File: src/inc/tsc_pkg.sv
// Purpose: Constants of the sample timestamp counter.
// Assumes: 32-bit classic Wishbone, word registers, index * 4 = byte address.
// Notes: Command values combine by OR; bit 0 is a one-shot command.
package tsc_pkg;
  // Register indices
  localparam logic [15:0] IDX_CMD = 16'hb798;
  localparam logic [15:0] IDX_AVAIL = 16'hb799;
  localparam logic [15:0] IDX_RST_TIME = 16'hb7b6;
  localparam logic [15:0] IDX_RST_DATE = 16'hb7b7;
  localparam logic [15:0] IDX_TIMEOUT = 16'hb7c5;
  localparam logic [15:0] IDX_STATUS = 16'hb7d0;
  localparam logic [15:0] IDX_STAMP_LO = 16'hb7d1;
  localparam logic [15:0] IDX_STAMP_HI = 16'hb7d2;
  localparam logic [15:0] IDX_HOST_TIME = 16'hb7d3;
  localparam logic [15:0] IDX_HOST_DATE = 16'hb7d4;
  localparam logic [15:0] IDX_CNT_LO = 16'hb7d5;
  localparam logic [15:0] IDX_CNT_HI = 16'hb7d6;
  // Command register values
  localparam logic [31:0] COUNTER_CLEAR_CMD = 32'h0000_0001;
  localparam logic [31:0] MODE_FREE_RUNNING = 32'h0000_0002;
  localparam logic [31:0] MODE_CLEAR_ON_START = 32'h0000_0004;
  localparam logic [31:0] SOURCE_SAMPLE_CLOCK = 32'h0000_0100;
  localparam logic [31:0] SOURCE_SPLIT_RISING = 32'h0000_0200;
  localparam logic [31:0] SOURCE_SPLIT_FALLING = 32'h0000_0400;
  localparam logic [31:0] AUX_INPUT_CAPTURE_ON = 32'h0000_1000;
  localparam logic [31:0] EXTRA_STAMP_FIRST_A_SAMPLE = 32'h0001_0000;
  localparam logic [31:0] CMD_STORE_MASK = 32'h0001_1706;
  localparam logic [31:0] AVAIL_MODES = 32'h0001_1706;
  // Field masks: time hh[23:16] mm[15:8] ss[7:0]; date yyyy[31:16]
  localparam logic [31:0] TIME_MASK = 32'h00ff_ffff;
  localparam logic [31:0] DATE_MASK = 32'hffff_ffff;
  // Reset values
  localparam logic [31:0] CMD_RST = 32'h0000_0000;
  localparam logic [31:0] TIMEOUT_RST = 32'h0000_0000;
  localparam logic [31:0] STAMP_TIME_RST = 32'h0000_0000;
  // Status bit positions
  localparam int ST_EMPTY = 0;
  localparam int ST_FULL = 1;
  localparam int ST_OVERFLOW = 2;
  localparam int ST_REF_TIMEOUT = 3;
  localparam int ST_COUNT_LSB = 8;
  // Widths
  localparam int STAMP_W = 64;
  localparam int SPLIT_W = 32;
  localparam int AUX_W = 8;
  localparam int FIFO_DEPTH = 16;
  // Timing
  localparam int CLK_HZ = 40_000_000;
  localparam int TIMEOUT_UNIT_MS = 1;
  localparam int MS_CYCLES = CLK_HZ / 1000 * TIMEOUT_UNIT_MS;
endpackage : tsc_pkg

File: src/hdl/tsc_sync.sv
// Purpose: Three-stage pin synchroniser with agreement filter and edges.
// Assumes: Pins are asynchronous to clk.
// Notes: A bit changes only once stages two and three agree.
`timescale 1ns/1ps
`default_nettype none
module tsc_sync #(
  parameter int W = 1
) (
  input wire logic clk, // System clock
  input wire logic reset, // Async reset, high
  input wire logic [W-1:0] pin_in, // Raw pin
  output logic [W-1:0] level_out, // Filtered level
  output logic [W-1:0] rise_out, // One-cycle rise pulse
  output logic [W-1:0] fall_out // One-cycle fall pulse
);
  logic [W-1:0] s1_ff, s2_ff, s3_ff, lvl_ff, prev_ff;

  always_ff @(posedge clk or posedge reset) begin
    if (reset) begin
      s1_ff <= '0;
      s2_ff <= '0;
      s3_ff <= '0;
    end else begin
      s1_ff <= pin_in;
      s2_ff <= s1_ff;
      s3_ff <= s2_ff;
    end
  end

  always_ff @(posedge clk or posedge reset) begin
    if (reset) begin
      lvl_ff <= '0;
      prev_ff <= '0;
    end else begin
      lvl_ff <= (s2_ff & s3_ff) | (lvl_ff & (s2_ff ^ s3_ff));
      prev_ff <= lvl_ff;
    end
  end

  assign level_out = lvl_ff;
  assign rise_out = lvl_ff & ~prev_ff;
  assign fall_out = ~lvl_ff & prev_ff;
endmodule : tsc_sync
`default_nettype wire

File: src/hdl/tsc_fifo.sv
// Purpose: Timestamp FIFO held in flip-flops.
// Assumes: Caller may push while full; such a push is dropped, not stored.
// Notes: First in, first out; no bypass, one cycle to show a new head.
`timescale 1ns/1ps
`default_nettype none
module tsc_fifo #(
  parameter int W = 64,
  parameter int DEPTH = 16,
  parameter int CW = $clog2(DEPTH + 1)
) (
  input wire logic clk, // System clock
  input wire logic reset, // Async reset, high
  input wire logic push_valid, // Store push_data
  input wire logic [W-1:0] push_data, // Stamp in
  output logic push_ready, // Not full
  input wire logic pop_ready, // Drop head
  output logic pop_valid, // Not empty
  output logic [W-1:0] pop_data, // Head stamp
  output logic [CW-1:0] count // Entries held
);
  localparam int PW = (DEPTH > 1) ? $clog2(DEPTH) : 1;
  logic [W-1:0] mem_ff [DEPTH];
  logic [PW-1:0] wr_ff, rd_ff;
  logic [CW-1:0] cnt_ff;
  logic do_push, do_pop;

  assign push_ready = (cnt_ff != CW'(DEPTH));
  assign pop_valid = (cnt_ff != '0);
  assign do_push = push_valid && push_ready;
  assign do_pop = pop_ready && pop_valid;
  assign pop_data = mem_ff[rd_ff];
  assign count = cnt_ff;

  function automatic logic [PW-1:0] wrap_inc(input logic [PW-1:0] p);
    return (p == PW'(DEPTH - 1)) ? '0 : p + PW'(1);
  endfunction : wrap_inc

  always_ff @(posedge clk) begin
    if (do_push) begin
      mem_ff[wr_ff] <= push_data;
    end
  end

  always_ff @(posedge clk or posedge reset) begin
    if (reset) begin
      wr_ff <= '0;
      rd_ff <= '0;
      cnt_ff <= '0;
    end else begin
      if (do_push) wr_ff <= wrap_inc(wr_ff);
      if (do_pop) rd_ff <= wrap_inc(rd_ff);
      cnt_ff <= cnt_ff + CW'(do_push) - CW'(do_pop);
    end
  end
endmodule : tsc_fifo
`default_nettype wire

File: src/hdl/tsc_top.sv
// Purpose: Sample timestamp counter with stamp FIFO, Wishbone registers.
// Assumes: sample_tick pulses once per sample on clk; event inputs are
//   one-cycle pulses from logic on clk; ref clock and aux are pins.
// Notes: One stamp per cycle; simultaneous events share one stamp.
// Operation
// - Counter advances once per sample tick
// - Cleared by command or card start
// - Trigger pushes counter value into FIFO
// - Gate open and close each push stamp
// - Stamps are raw sample counts
// - Reset time: hours, minutes, seconds fields
// - Reset date: year, month, day fields
// - Timeout in ms for reference edge
// - Read-only bitmap of supported modes
// - Mode 0 off, 2h free, 4h start-clear
// - Command 1h clears, latches host time
// - 100h: single full-width sample counter
// - 200h: split, upper on reference rise
// - 400h: split, upper on reference fall
// - 1000h: aux inputs in upper byte
// - Aux off: upper bits hold the counter
// - 10000h: extra stamp, first A sample
// - Clear command ignored without active clock generation
// - Every stamp is 64 bits wide
// - Free mode runs regardless of acquisitions
// - Reference edge clears lower, bumps upper
// - Clear zeroes both split halves
`timescale 1ns/1ps
`default_nettype none
module tsc_top
  import tsc_pkg::*;
#(
  parameter int MS_CYC = MS_CYCLES,
  parameter int DEPTH = FIFO_DEPTH
) (
  input wire logic clk, // 40 MHz clock
  input wire logic reset, // Async reset, high
  input wire logic wb_cyc_i, // Bus cycle
  input wire logic wb_stb_i, // Strobe
  input wire logic wb_we_i, // Write
  input wire logic [17:0] wb_adr_i, // Byte address
  input wire logic [3:0] wb_sel_i, // Byte selects
  input wire logic [31:0] wb_dat_i, // Write data
  output logic [31:0] wb_dat_o, // Read data
  output logic wb_ack_o, // Acknowledge
  input wire logic sample_tick, // One pulse per sample
  input wire logic clock_gen_active, // Sampling clock running
  input wire logic card_start, // Acquisition start pulse
  input wire logic trigger_event, // Trigger pulse
  input wire logic gate_open, // Gate start pulse
  input wire logic gate_close, // Gate end pulse
  input wire logic first_a_sample, // First A-area sample pulse
  input wire logic ref_clock_pin, // External reference clock
  input wire logic [AUX_W-1:0] aux_in_pin // Auxiliary inputs
);
  localparam int CW = $clog2(DEPTH + 1);

  logic [31:0] cmd_ff, rst_time_ff, rst_date_ff, timeout_ff;
  logic [31:0] host_time_ff, host_date_ff, rdata;
  logic [STAMP_W-1:0] cnt_ff, stamp_w, head;
  logic [AUX_W-1:0] aux_lvl;
  logic ack_ff, ovf_ff, tmo_flag_ff;
  logic [31:0] dat_ff;
  logic ref_rise, ref_fall, ref_edge;
  logic take, wr, rd;
  logic [15:0] idx;
  logic mode_on, split, clr_cmd, clr_ok, clr_now, push_w, pop_w;
  logic f_ready, f_valid;
  logic [CW-1:0] f_count;
  // Wide enough to hold MS_CYC itself, so a tiny sim divider still fits
  localparam int MDW = $clog2(MS_CYC + 1);
  logic [MDW-1:0] ms_div_ff;
  logic [31:0] ms_elapsed_ff;

  // Byte-lane merge for writes
  function automatic logic [31:0] merge(input logic [31:0] old,
                                        input logic [31:0] nw,
                                        input logic [3:0] sel);
    logic [31:0] r;
    r = old;
    for (int b = 0; b < 4; b++) begin
      if (sel[b]) r[8*b +: 8] = nw[8*b +: 8];
    end
    return r;
  endfunction : merge

  function automatic logic hit(input logic [15:0] a, input logic [15:0] i);
    return a == i;
  endfunction : hit

  tsc_sync #(.W(1)) u_ref_sync (
    .clk(clk),
    .reset(reset),
    .pin_in(ref_clock_pin),
    .level_out(),
    .rise_out(ref_rise),
    .fall_out(ref_fall)
  );

  tsc_sync #(.W(AUX_W)) u_aux_sync (
    .clk(clk),
    .reset(reset),
    .pin_in(aux_in_pin),
    .level_out(aux_lvl),
    .rise_out(),
    .fall_out()
  );

  // Bus decode; answer comes one cycle after the request is seen
  // ack_ff blocks a retake in the ack cycle; the master must drop stb
  assign idx = wb_adr_i[17:2];
  assign take = wb_cyc_i && wb_stb_i && !ack_ff;
  assign wr = take && wb_we_i;
  assign rd = take && !wb_we_i;

  // Command decode
  assign mode_on = |(cmd_ff & (MODE_FREE_RUNNING | MODE_CLEAR_ON_START));
  assign split = |(cmd_ff & (SOURCE_SPLIT_RISING | SOURCE_SPLIT_FALLING));
  assign ref_edge = (|(cmd_ff & SOURCE_SPLIT_RISING) && ref_rise)
                 || (|(cmd_ff & SOURCE_SPLIT_FALLING) && ref_fall);
  assign clr_cmd = wr && hit(idx, IDX_CMD) && wb_sel_i[0]
                && |(wb_dat_i & COUNTER_CLEAR_CMD);
  assign clr_ok = clr_cmd && clock_gen_active;
  assign clr_now = clr_ok
                || (|(cmd_ff & MODE_CLEAR_ON_START) && card_start);

  // Capture: trigger, gate edges, optional first A-area sample
  assign push_w = mode_on && (trigger_event
                || gate_open || gate_close
                || (|(cmd_ff & EXTRA_STAMP_FIRST_A_SAMPLE)
                    && first_a_sample));
  assign stamp_w = |(cmd_ff & AUX_INPUT_CAPTURE_ON)
                 ? {aux_lvl, cnt_ff[STAMP_W-AUX_W-1:0]}
                 : cnt_ff;
  assign pop_w = rd && hit(idx, IDX_STAMP_HI) && f_valid;

  tsc_fifo #(.W(STAMP_W), .DEPTH(DEPTH)) u_fifo (
    .clk(clk),
    .reset(reset),
    .push_valid(push_w),
    .push_data(stamp_w),
    .push_ready(f_ready),
    .pop_ready(pop_w),
    .pop_valid(f_valid),
    .pop_data(head),
    .count(f_count)
  );

  // Counter; holds while timestamping is off, except that a clear command still zeroes it
  always_ff @(posedge clk or posedge reset) begin
    if (reset) begin
      cnt_ff <= '0;
    end else if (clr_now) begin
      cnt_ff <= '0;
    end else if (mode_on && split) begin
      if (ref_edge) begin
        cnt_ff[STAMP_W-1:SPLIT_W] <= cnt_ff[STAMP_W-1:SPLIT_W]
                                     + (STAMP_W-SPLIT_W)'(1);
        cnt_ff[SPLIT_W-1:0] <= '0;
      end else if (sample_tick) begin
        cnt_ff[SPLIT_W-1:0] <= cnt_ff[SPLIT_W-1:0] + SPLIT_W'(1);
      end
    end else if (mode_on && sample_tick) begin
      cnt_ff <= cnt_ff + STAMP_W'(1);
    end
  end

  // Command, timeout and host time registers
  always_ff @(posedge clk or posedge reset) begin
    if (reset) begin
      cmd_ff <= CMD_RST;
      timeout_ff <= TIMEOUT_RST;
      host_time_ff <= STAMP_TIME_RST;
      host_date_ff <= STAMP_TIME_RST;
    end else if (wr) begin
      if (hit(idx, IDX_CMD))
        cmd_ff <= merge(cmd_ff, wb_dat_i, wb_sel_i) & CMD_STORE_MASK;
      if (hit(idx, IDX_TIMEOUT))
        timeout_ff <= merge(timeout_ff, wb_dat_i, wb_sel_i);
      if (hit(idx, IDX_HOST_TIME))
        host_time_ff <= merge(host_time_ff, wb_dat_i, wb_sel_i) & TIME_MASK;
      if (hit(idx, IDX_HOST_DATE))
        host_date_ff <= merge(host_date_ff, wb_dat_i, wb_sel_i) & DATE_MASK;
    end
  end

  // Reset time and date; a clear command latches the host's clock
  always_ff @(posedge clk or posedge reset) begin
    if (reset) begin
      rst_time_ff <= STAMP_TIME_RST;
      rst_date_ff <= STAMP_TIME_RST;
    end else if (clr_ok) begin
      rst_time_ff <= host_time_ff;
      rst_date_ff <= host_date_ff;
    end else if (wr) begin
      if (hit(idx, IDX_RST_TIME))
        rst_time_ff <= merge(rst_time_ff, wb_dat_i, wb_sel_i) & TIME_MASK;
      if (hit(idx, IDX_RST_DATE))
        rst_date_ff <= merge(rst_date_ff, wb_dat_i, wb_sel_i) & DATE_MASK;
    end
  end

  // Reference edge watchdog in ms; zero timeout disables it
  always_ff @(posedge clk or posedge reset) begin
    if (reset) begin
      ms_div_ff <= '0;
      ms_elapsed_ff <= '0;
    end else if (!(mode_on && split) || ref_edge || clr_now) begin
      ms_div_ff <= '0;
      ms_elapsed_ff <= '0;
    end else if (ms_div_ff == MDW'(MS_CYC - 1)) begin
      ms_div_ff <= '0;
      // Saturates so a long silence cannot wrap into a false match
      if (ms_elapsed_ff != '1) ms_elapsed_ff <= ms_elapsed_ff + 32'h1;
    end else begin
      ms_div_ff <= ms_div_ff + MDW'(1);
    end
  end

  // Sticky status flags; a new event wins over write-one-to-clear
  always_ff @(posedge clk or posedge reset) begin
    if (reset) begin
      ovf_ff <= 1'b0;
      tmo_flag_ff <= 1'b0;
    end else begin
      if (push_w && !f_ready)
        ovf_ff <= 1'b1;
      else if (wr && hit(idx, IDX_STATUS) && wb_sel_i[0]
               && wb_dat_i[ST_OVERFLOW])
        ovf_ff <= 1'b0;
      if (timeout_ff != '0 && ms_elapsed_ff == timeout_ff)
        tmo_flag_ff <= 1'b1;
      else if (wr && hit(idx, IDX_STATUS) && wb_sel_i[0]
               && wb_dat_i[ST_REF_TIMEOUT])
        tmo_flag_ff <= 1'b0;
    end
  end

  // Read mux; unmapped addresses read zero
  always_comb begin
    rdata = 32'h0;
    unique case (idx)
      IDX_CMD: rdata = cmd_ff;
      IDX_AVAIL: rdata = AVAIL_MODES;
      IDX_RST_TIME: rdata = rst_time_ff;
      IDX_RST_DATE: rdata = rst_date_ff;
      IDX_TIMEOUT: rdata = timeout_ff;
      IDX_STATUS: begin
        rdata[ST_EMPTY] = !f_valid;
        rdata[ST_FULL] = !f_ready;
        rdata[ST_OVERFLOW] = ovf_ff;
        rdata[ST_REF_TIMEOUT] = tmo_flag_ff;
        rdata[ST_COUNT_LSB +: CW] = f_count;
      end
      IDX_STAMP_LO: rdata = head[31:0];
      IDX_STAMP_HI: rdata = head[63:32];
      IDX_HOST_TIME: rdata = host_time_ff;
      IDX_HOST_DATE: rdata = host_date_ff;
      IDX_CNT_LO: rdata = cnt_ff[31:0];
      IDX_CNT_HI: rdata = cnt_ff[63:32];
      default: rdata = 32'h0;
    endcase
  end

  always_ff @(posedge clk or posedge reset) begin
    if (reset) begin
      ack_ff <= 1'b0;
      dat_ff <= 32'h0;
    end else begin
      ack_ff <= take;
      dat_ff <= rd ? rdata : 32'h0;
    end
  end

  assign wb_ack_o = ack_ff;
  assign wb_dat_o = dat_ff;
endmodule : tsc_top
`default_nettype wire

File: config.mk
export PLATFORM = sky130hd
export DESIGN_NAME = tsc_top
export DESIGN_NICKNAME = d
export VERILOG_FILES = /design/src/inc/tsc_pkg.sv /design/src/hdl/tsc_sync.sv /design/src/hdl/tsc_fifo.sv /design/src/hdl/tsc_top.sv
export SDC_FILE = /design/constraint.sdc
export NUM_CORES = 2
export LEC_CHECK = 0
export BUFFER_PORTS_ARGS = -buffer_cell sky130_fd_sc_hd__buf_2
export CORE_MARGIN = 2
export CORE_UTILIZATION = 57
export CTS_CLUSTER_SIZE = 12
export DETAILED_ROUTE_END_ITERATION = 12
export PLACE_DENSITY_LB_ADDON = 0.08
export SYNTH_ARGS = -nofsm -noshare
export SYNTH_HDL_FRONTEND = slang
export SYNTH_HIERARCHICAL = 1
export SYNTH_SLANG_ARGS = --single-unit
File: constraint.sdc
create_clock -name clk -period 12.2 [get_ports clk]
set_input_delay 3.66 -clock clk [delete_from_list [all_inputs] [get_ports clk]]
set_output_delay 3.66 -clock clk [all_outputs]
set_load 0.05 [all_outputs]
After elaboration in Yosys (flattened, before gate mapping)
Memory sizes are Yosys's and may differ from the RTL's. Cells that the tools add are included.

Input port bits: 75. Bits in latches: 0. Memory bits (read-only): 0. Logic and storage cells: 197. Register bits: 356. Memories: 1. Memory bits (writable): 1024. Output and inout bits: 33.

Equal/unequal tests: 20. Bitwise operators: 12. Shift-type cells: 0. Divide/modulo/power cells: 0. Multiply operators: 0. Reduce and logical (&&, ||, !) cells: 78. Multiplexer cells: 35. Order comparisons: 0. Add/subtract/negate cells: 9.

Memory list: u_fifo.mem_ff (depth 16, bits a word 64, rd ports 1, clocked after Yosys merged registers in 0, wr ports 1, RTL line tsc_fifo.sv:22) `logic [W-1:0] mem_ff [DEPTH];`.

Operators with widths (number): $mux 32 (13); $mux 64 (4); $pmux 19 s11 (1); $eq 16x16->1 const B (13); $add 32x1->32 const B (3); $add 64x1->64 const B (1); $reduce_and 3->1 (21); $pmux 5 s12 (1); $pmux 4 s12 (1); $pmux 4 s9 (1); $eq 32x32->1 (1); $mux 16 (2); $mux 8 (4); $ne 32x32->1 const B (1); $reduce_bool 32->1 (1); $logic_and 1x1->1 (25); $reduce_bool 2->1 (11); $add 16x1->16 const B (1); $and 8x8->8 (2); $add 4x1->4 const B (2); $eq 4x4->1 const B (2); $mux 4 (2); $or 8x8->8 (1); $reduce_and 2->1 (4); other kinds (16) (36).

Logic depth before layout (Yosys ltp)
Depth after elaboration: 11. Depth in mapped cells: 18. Depth with buffers taken out: 15.

Hierarchy
Netlist, hierarchy kept.

By module, submodules not included: tsc_fifo (area an instance 39885.8 um2, cells each 1934, times used 1, sequential area each 31074.8 um2); tsc_top (area an instance 15273.4 um2, cells each 1510, times used 1, sequential area each 7457.2 um2); tsc_sync (u_aux_sync) (area an instance 1285.0 um2, cells each 73, times used 1, sequential area each 1001.0 um2); tsc_sync (u_ref_sync) (area an instance 163.9 um2, cells each 10, times used 1, sequential area each 125.1 um2).

Worst setup path after synthesis
No wires, ideal clock.

Path type: in2reg. Start: input port wb_adr_i[7]. End: register u_fifo.cnt_ff[4], in the netlist u_fifo/count[4]. Setup slack: 5101 ps. Data required time: 12120 ps. Buffers on the path: 3. Cell stages on the path: 18. Arrival time: 7019 ps. Setup time: 80 ps. Cell sequence: nand4b_1 > or2_2 > clkbuf_1 > nor4_1 > buf_2 > buf_2 > and4b_1 > nand2_1 > inv_2 > ha_1 > inv_1 > ha_1 > inv_1 > fa_1 > inv_1 > a21oi_1 > o21bai_1 > xnor2_1.

Word-level cells in the longest chain between the ends: 5.

Ends and longest elaborated chain: from (decl) (RTL line tsc_top.sv:41) `input wire logic [17:0] wb_adr_i,`; $eq 16x16->1 (RTL line tsc_top.sv:88) `return a == i;`; $logic_and 1x1->1 (2 in a row) (RTL line tsc_top.sv:135) `assign pop_w = rd && hit(idx, IDX_STAMP_HI) && f_valid;`; via pop_w (RTL line tsc_top.sv:67) `logic mode_on, split, clr_cmd, clr_ok, clr_now, push_w, pop_w;`; $logic_and 1x1->1 (RTL line tsc_fifo.sv:30) `assign do_pop = pop_ready && pop_valid;`; via u_fifo.do_pop (RTL line tsc_fifo.sv:25) `logic do_push, do_pop;`; $sub 5x1->5 (RTL line tsc_fifo.sv:52) `cnt_ff <= cnt_ff + CW'(do_push) - CW'(do_pop);`; to (signal assigned) (RTL line tsc_fifo.sv:52); to (decl) (RTL line tsc_fifo.sv:24) `logic [CW-1:0] cnt_ff;`.

The timed path passes the listed nets, and every way through them passes these cells. A chain may end at the register's enable or synchronous reset.

Final worst setup path
Ends and elaborated chain as after synthesis.

==> results.sh <==
export IMPL_status="completed"
export IMPL_hold_path_class="register to register"
export IMPL_synthCells=3503
export IMPL_powerDensity_mw_per_mm2=146.9
export IMPL_drv_cap=0
export IMPL_ir_drop_v=0.0001255
export IMPL_reg2reg_to="wb_dat_o[1]"
export IMPL_min_from="u_aux_sync/s1_ff[1]"
export IMPL_cp_start_kind="input port"
export IMPL_clockBufferDepth=3
export IMPL_drv_slew=0
export IMPL_path_buf_inv=6
export IMPL_clk_pin_slew_ns=0.06
export IMPL_arrival_ns=7.56
export IMPL_synth_area_mm2=0.05629
export IMPL_fin_util=0.6374
export IMPL_design_core_area_mm2=0.09813
export IMPL_drt_iter0_drc=4191
export IMPL_num_nets_final=3733
export IMPL_drcViolationCount=0
export IMPL_antenna_found_initial=10
export IMPL_dp_hpwl_mm=90.12
export IMPL_initial_core_util=0.5736
export IMPL_setup_viol=0
export IMPL_timing_fmax_ghz=0.1449
export IMPL_die_area_mm2=0.1013
export IMPL_drt_total_wl_mm=152.9
export IMPL_fin_setup_tns_ns=0
export IMPL_r2r_start="u_fifo/rd_ff[0]"
export IMPL_min_period_ns=6.903
export IMPL_fp_dieW_um=318.2
export IMPL_slew_headroom=0.1371
export IMPL_htreeDepth=4
export IMPL_grt_max_degree=113
export IMPL_post_drt_wl_per_cell_um=30.44
export IMPL_cts_hold_buffers=0
export IMPL_overflow=0
export IMPL_crit_family="simple AND/OR/NAND/NOR gates"
export IMPL_io_buffers=105
export IMPL_die_y_um=318.2
export IMPL_cp_slowest_cell="or2_2"
export IMPL_viasPerCell=6.633
export IMPL_critical_path_max_fanout=32
export IMPL_gp_congestion=0.9185
export IMPL_skew_ns=0.02337
export IMPL_reg2reg_slack_ns=7.48
export IMPL_place_area_mm2=0.05814
export IMPL_power_leakage_nw=20.32
export IMPL_grt_pass1_vias=33134
export IMPL_rsz0062_at_grt="false"
export IMPL_endpoint_kind="register"
export IMPL_final_hold_violation_count=0
export IMPL_drive_gt1_frac=0.1623
export IMPL_timing_hold_ws_ns=0.3418
export IMPL_cts_tree="done"
export IMPL_cp_depth=17
export IMPL_fill_cells=7065
export IMPL_firstDrtPassIters=7
export IMPL_cts_sinks=1372
export IMPL_tightest_slew_ns=1.291
export IMPL_power_w=0.009191
export IMPL_hold_path_endpoint="u_aux_sync/s2_ff[1]"
export IMPL_path_cells="buf_2 -> nand4b_1 -> or2_2 -> nor4_2 -> buf_4 -> and4b_1 -> nand2_1 -> inv_2 -> ha_1 -> inv_1 -> ha_1 -> inv_1 -> fa_1 -> inv_1 -> a21oi_1 -> o21bai_1 -> xnor2_1"
export IMPL_ant_nets=0
export IMPL_synth_fp_nets=3603
export IMPL_postSynthAreaPerCell_um2=16.07
export IMPL_grt_pass1_wl_mm=224.0
export IMPL_min_period_over_period=0.5658
export IMPL_mostFrequentLayoutCells="1024 x edfxtp_1, 345 x dfrtp_1, 264 x mux2i_1"
export IMPL_crit_top_cell="inv_1"
export IMPL_cts_resized=0
export IMPL_placementRows=115
export IMPL_num_io_pins=108
export IMPL_clk_latency_ns=0.75
export IMPL_ff2ff_path_depth=8
export IMPL_post_cts_buffers=0
export IMPL_cts_root_buf="clkbuf_16"
export IMPL_vias=33326
export IMPL_holdPathStages=0
export IMPL_syn2layout_area_growth_pct=11.13
export IMPL_design_area_mm2=0.06255
export IMPL_track_usage=0.3043
export IMPL_ys_warn_count=6
export IMPL_cpPeakStageDelay_ns=0.58
export IMPL_cp_required_ns=12.86
export IMPL_final_common_cell="edfxtp_1"
export IMPL_worst_setup_path_type="input port to register"
export IMPL_cts_buffers=143
==> layer usage <==
metal | GRT usage | wire length (µm)
met5 | 0 | 38
met4 | 0.1133 | 5269
met3 | 0.05031 | 12370
met2 | 0.4838 | 72680
met1 | 0.4283 | 62570
==> worst reg2reg max path: cells and delay by family, from the launching register on <==
kind	cells	cell delay, ns
multiplexers	1	0.70
flip-flops	1	0.92
AND/OR/NAND/NOR	1	0.14
buffers and inverters	2	1.70
AO/OA/AOI/OAI	4	1.09
==> where the power goes <==
| part | switching, W | leakage [nW] | total, W | internal [W] |
|---|---|---|---|---|
| sequential | 0.0000101 | 12.8 | 0.00499 | 0.00498 |
| clock | 0.00174 | 2.13 | 0.00413 | 0.00239 |
| combinational | 0.0000551 | 5.34 | 0.0000782 | 0.0000230 |
==> stage by stage <==
stage          setup WS, ns  std cells
5_1_grt               5.091       5021
3_3_place_gp          4.639       4774
4_1_cts               5.388       5020
3_5_place_dp          4.621       4774
6_report              5.297       5024
2_1_floorplan        0.3075       3503
==> area by class of cell <==
cell class,count,area (µm²),area share
Sequential cell,1372,39470,0.6310
Tap cell,1287,1610,0.02574
Clock inverter,38,389.1,0.006221
Inverter,28,112.6,0.001800
Antenna cell,3,7.507,0.0001200
Multi-Input combinational cell,1921,15950,0.2551
Clock buffer,208,4009,0.06409
Timing Repair Buffer,167,1001,0.01600
==> state kept, by name, indices dropped and copies added (netlist names), 16 cells and up <==
register	flops
u_fifo/mem_ff	1024
cnt_ff	64
host_date_ff	32
rst_date_ff	32
wb_dat_o	32
rst_time_ff	24
timeout_ff	32
host_time_ff	24
ms_div_ff	16
ms_elapsed_ff	32
==> worst max path at each step <==
stage,startpoint,to,slack [ns]
6_report,wb_adr_i[7],u_fifo/count[4],5.30
5_1_grt,wb_adr_i[7],u_fifo/count[4],5.09
4_1_cts,wb_adr_i[7],u_fifo/count[4],5.39
3_5_place_dp,wb_adr_i[7],u_fifo/count[4],4.62
3_3_place_gp,wb_adr_i[7],u_fifo/count[4],4.64
2_1_floorplan,reset,cmd_ff[10],0.31
Power figures use the tool's default switching activity.
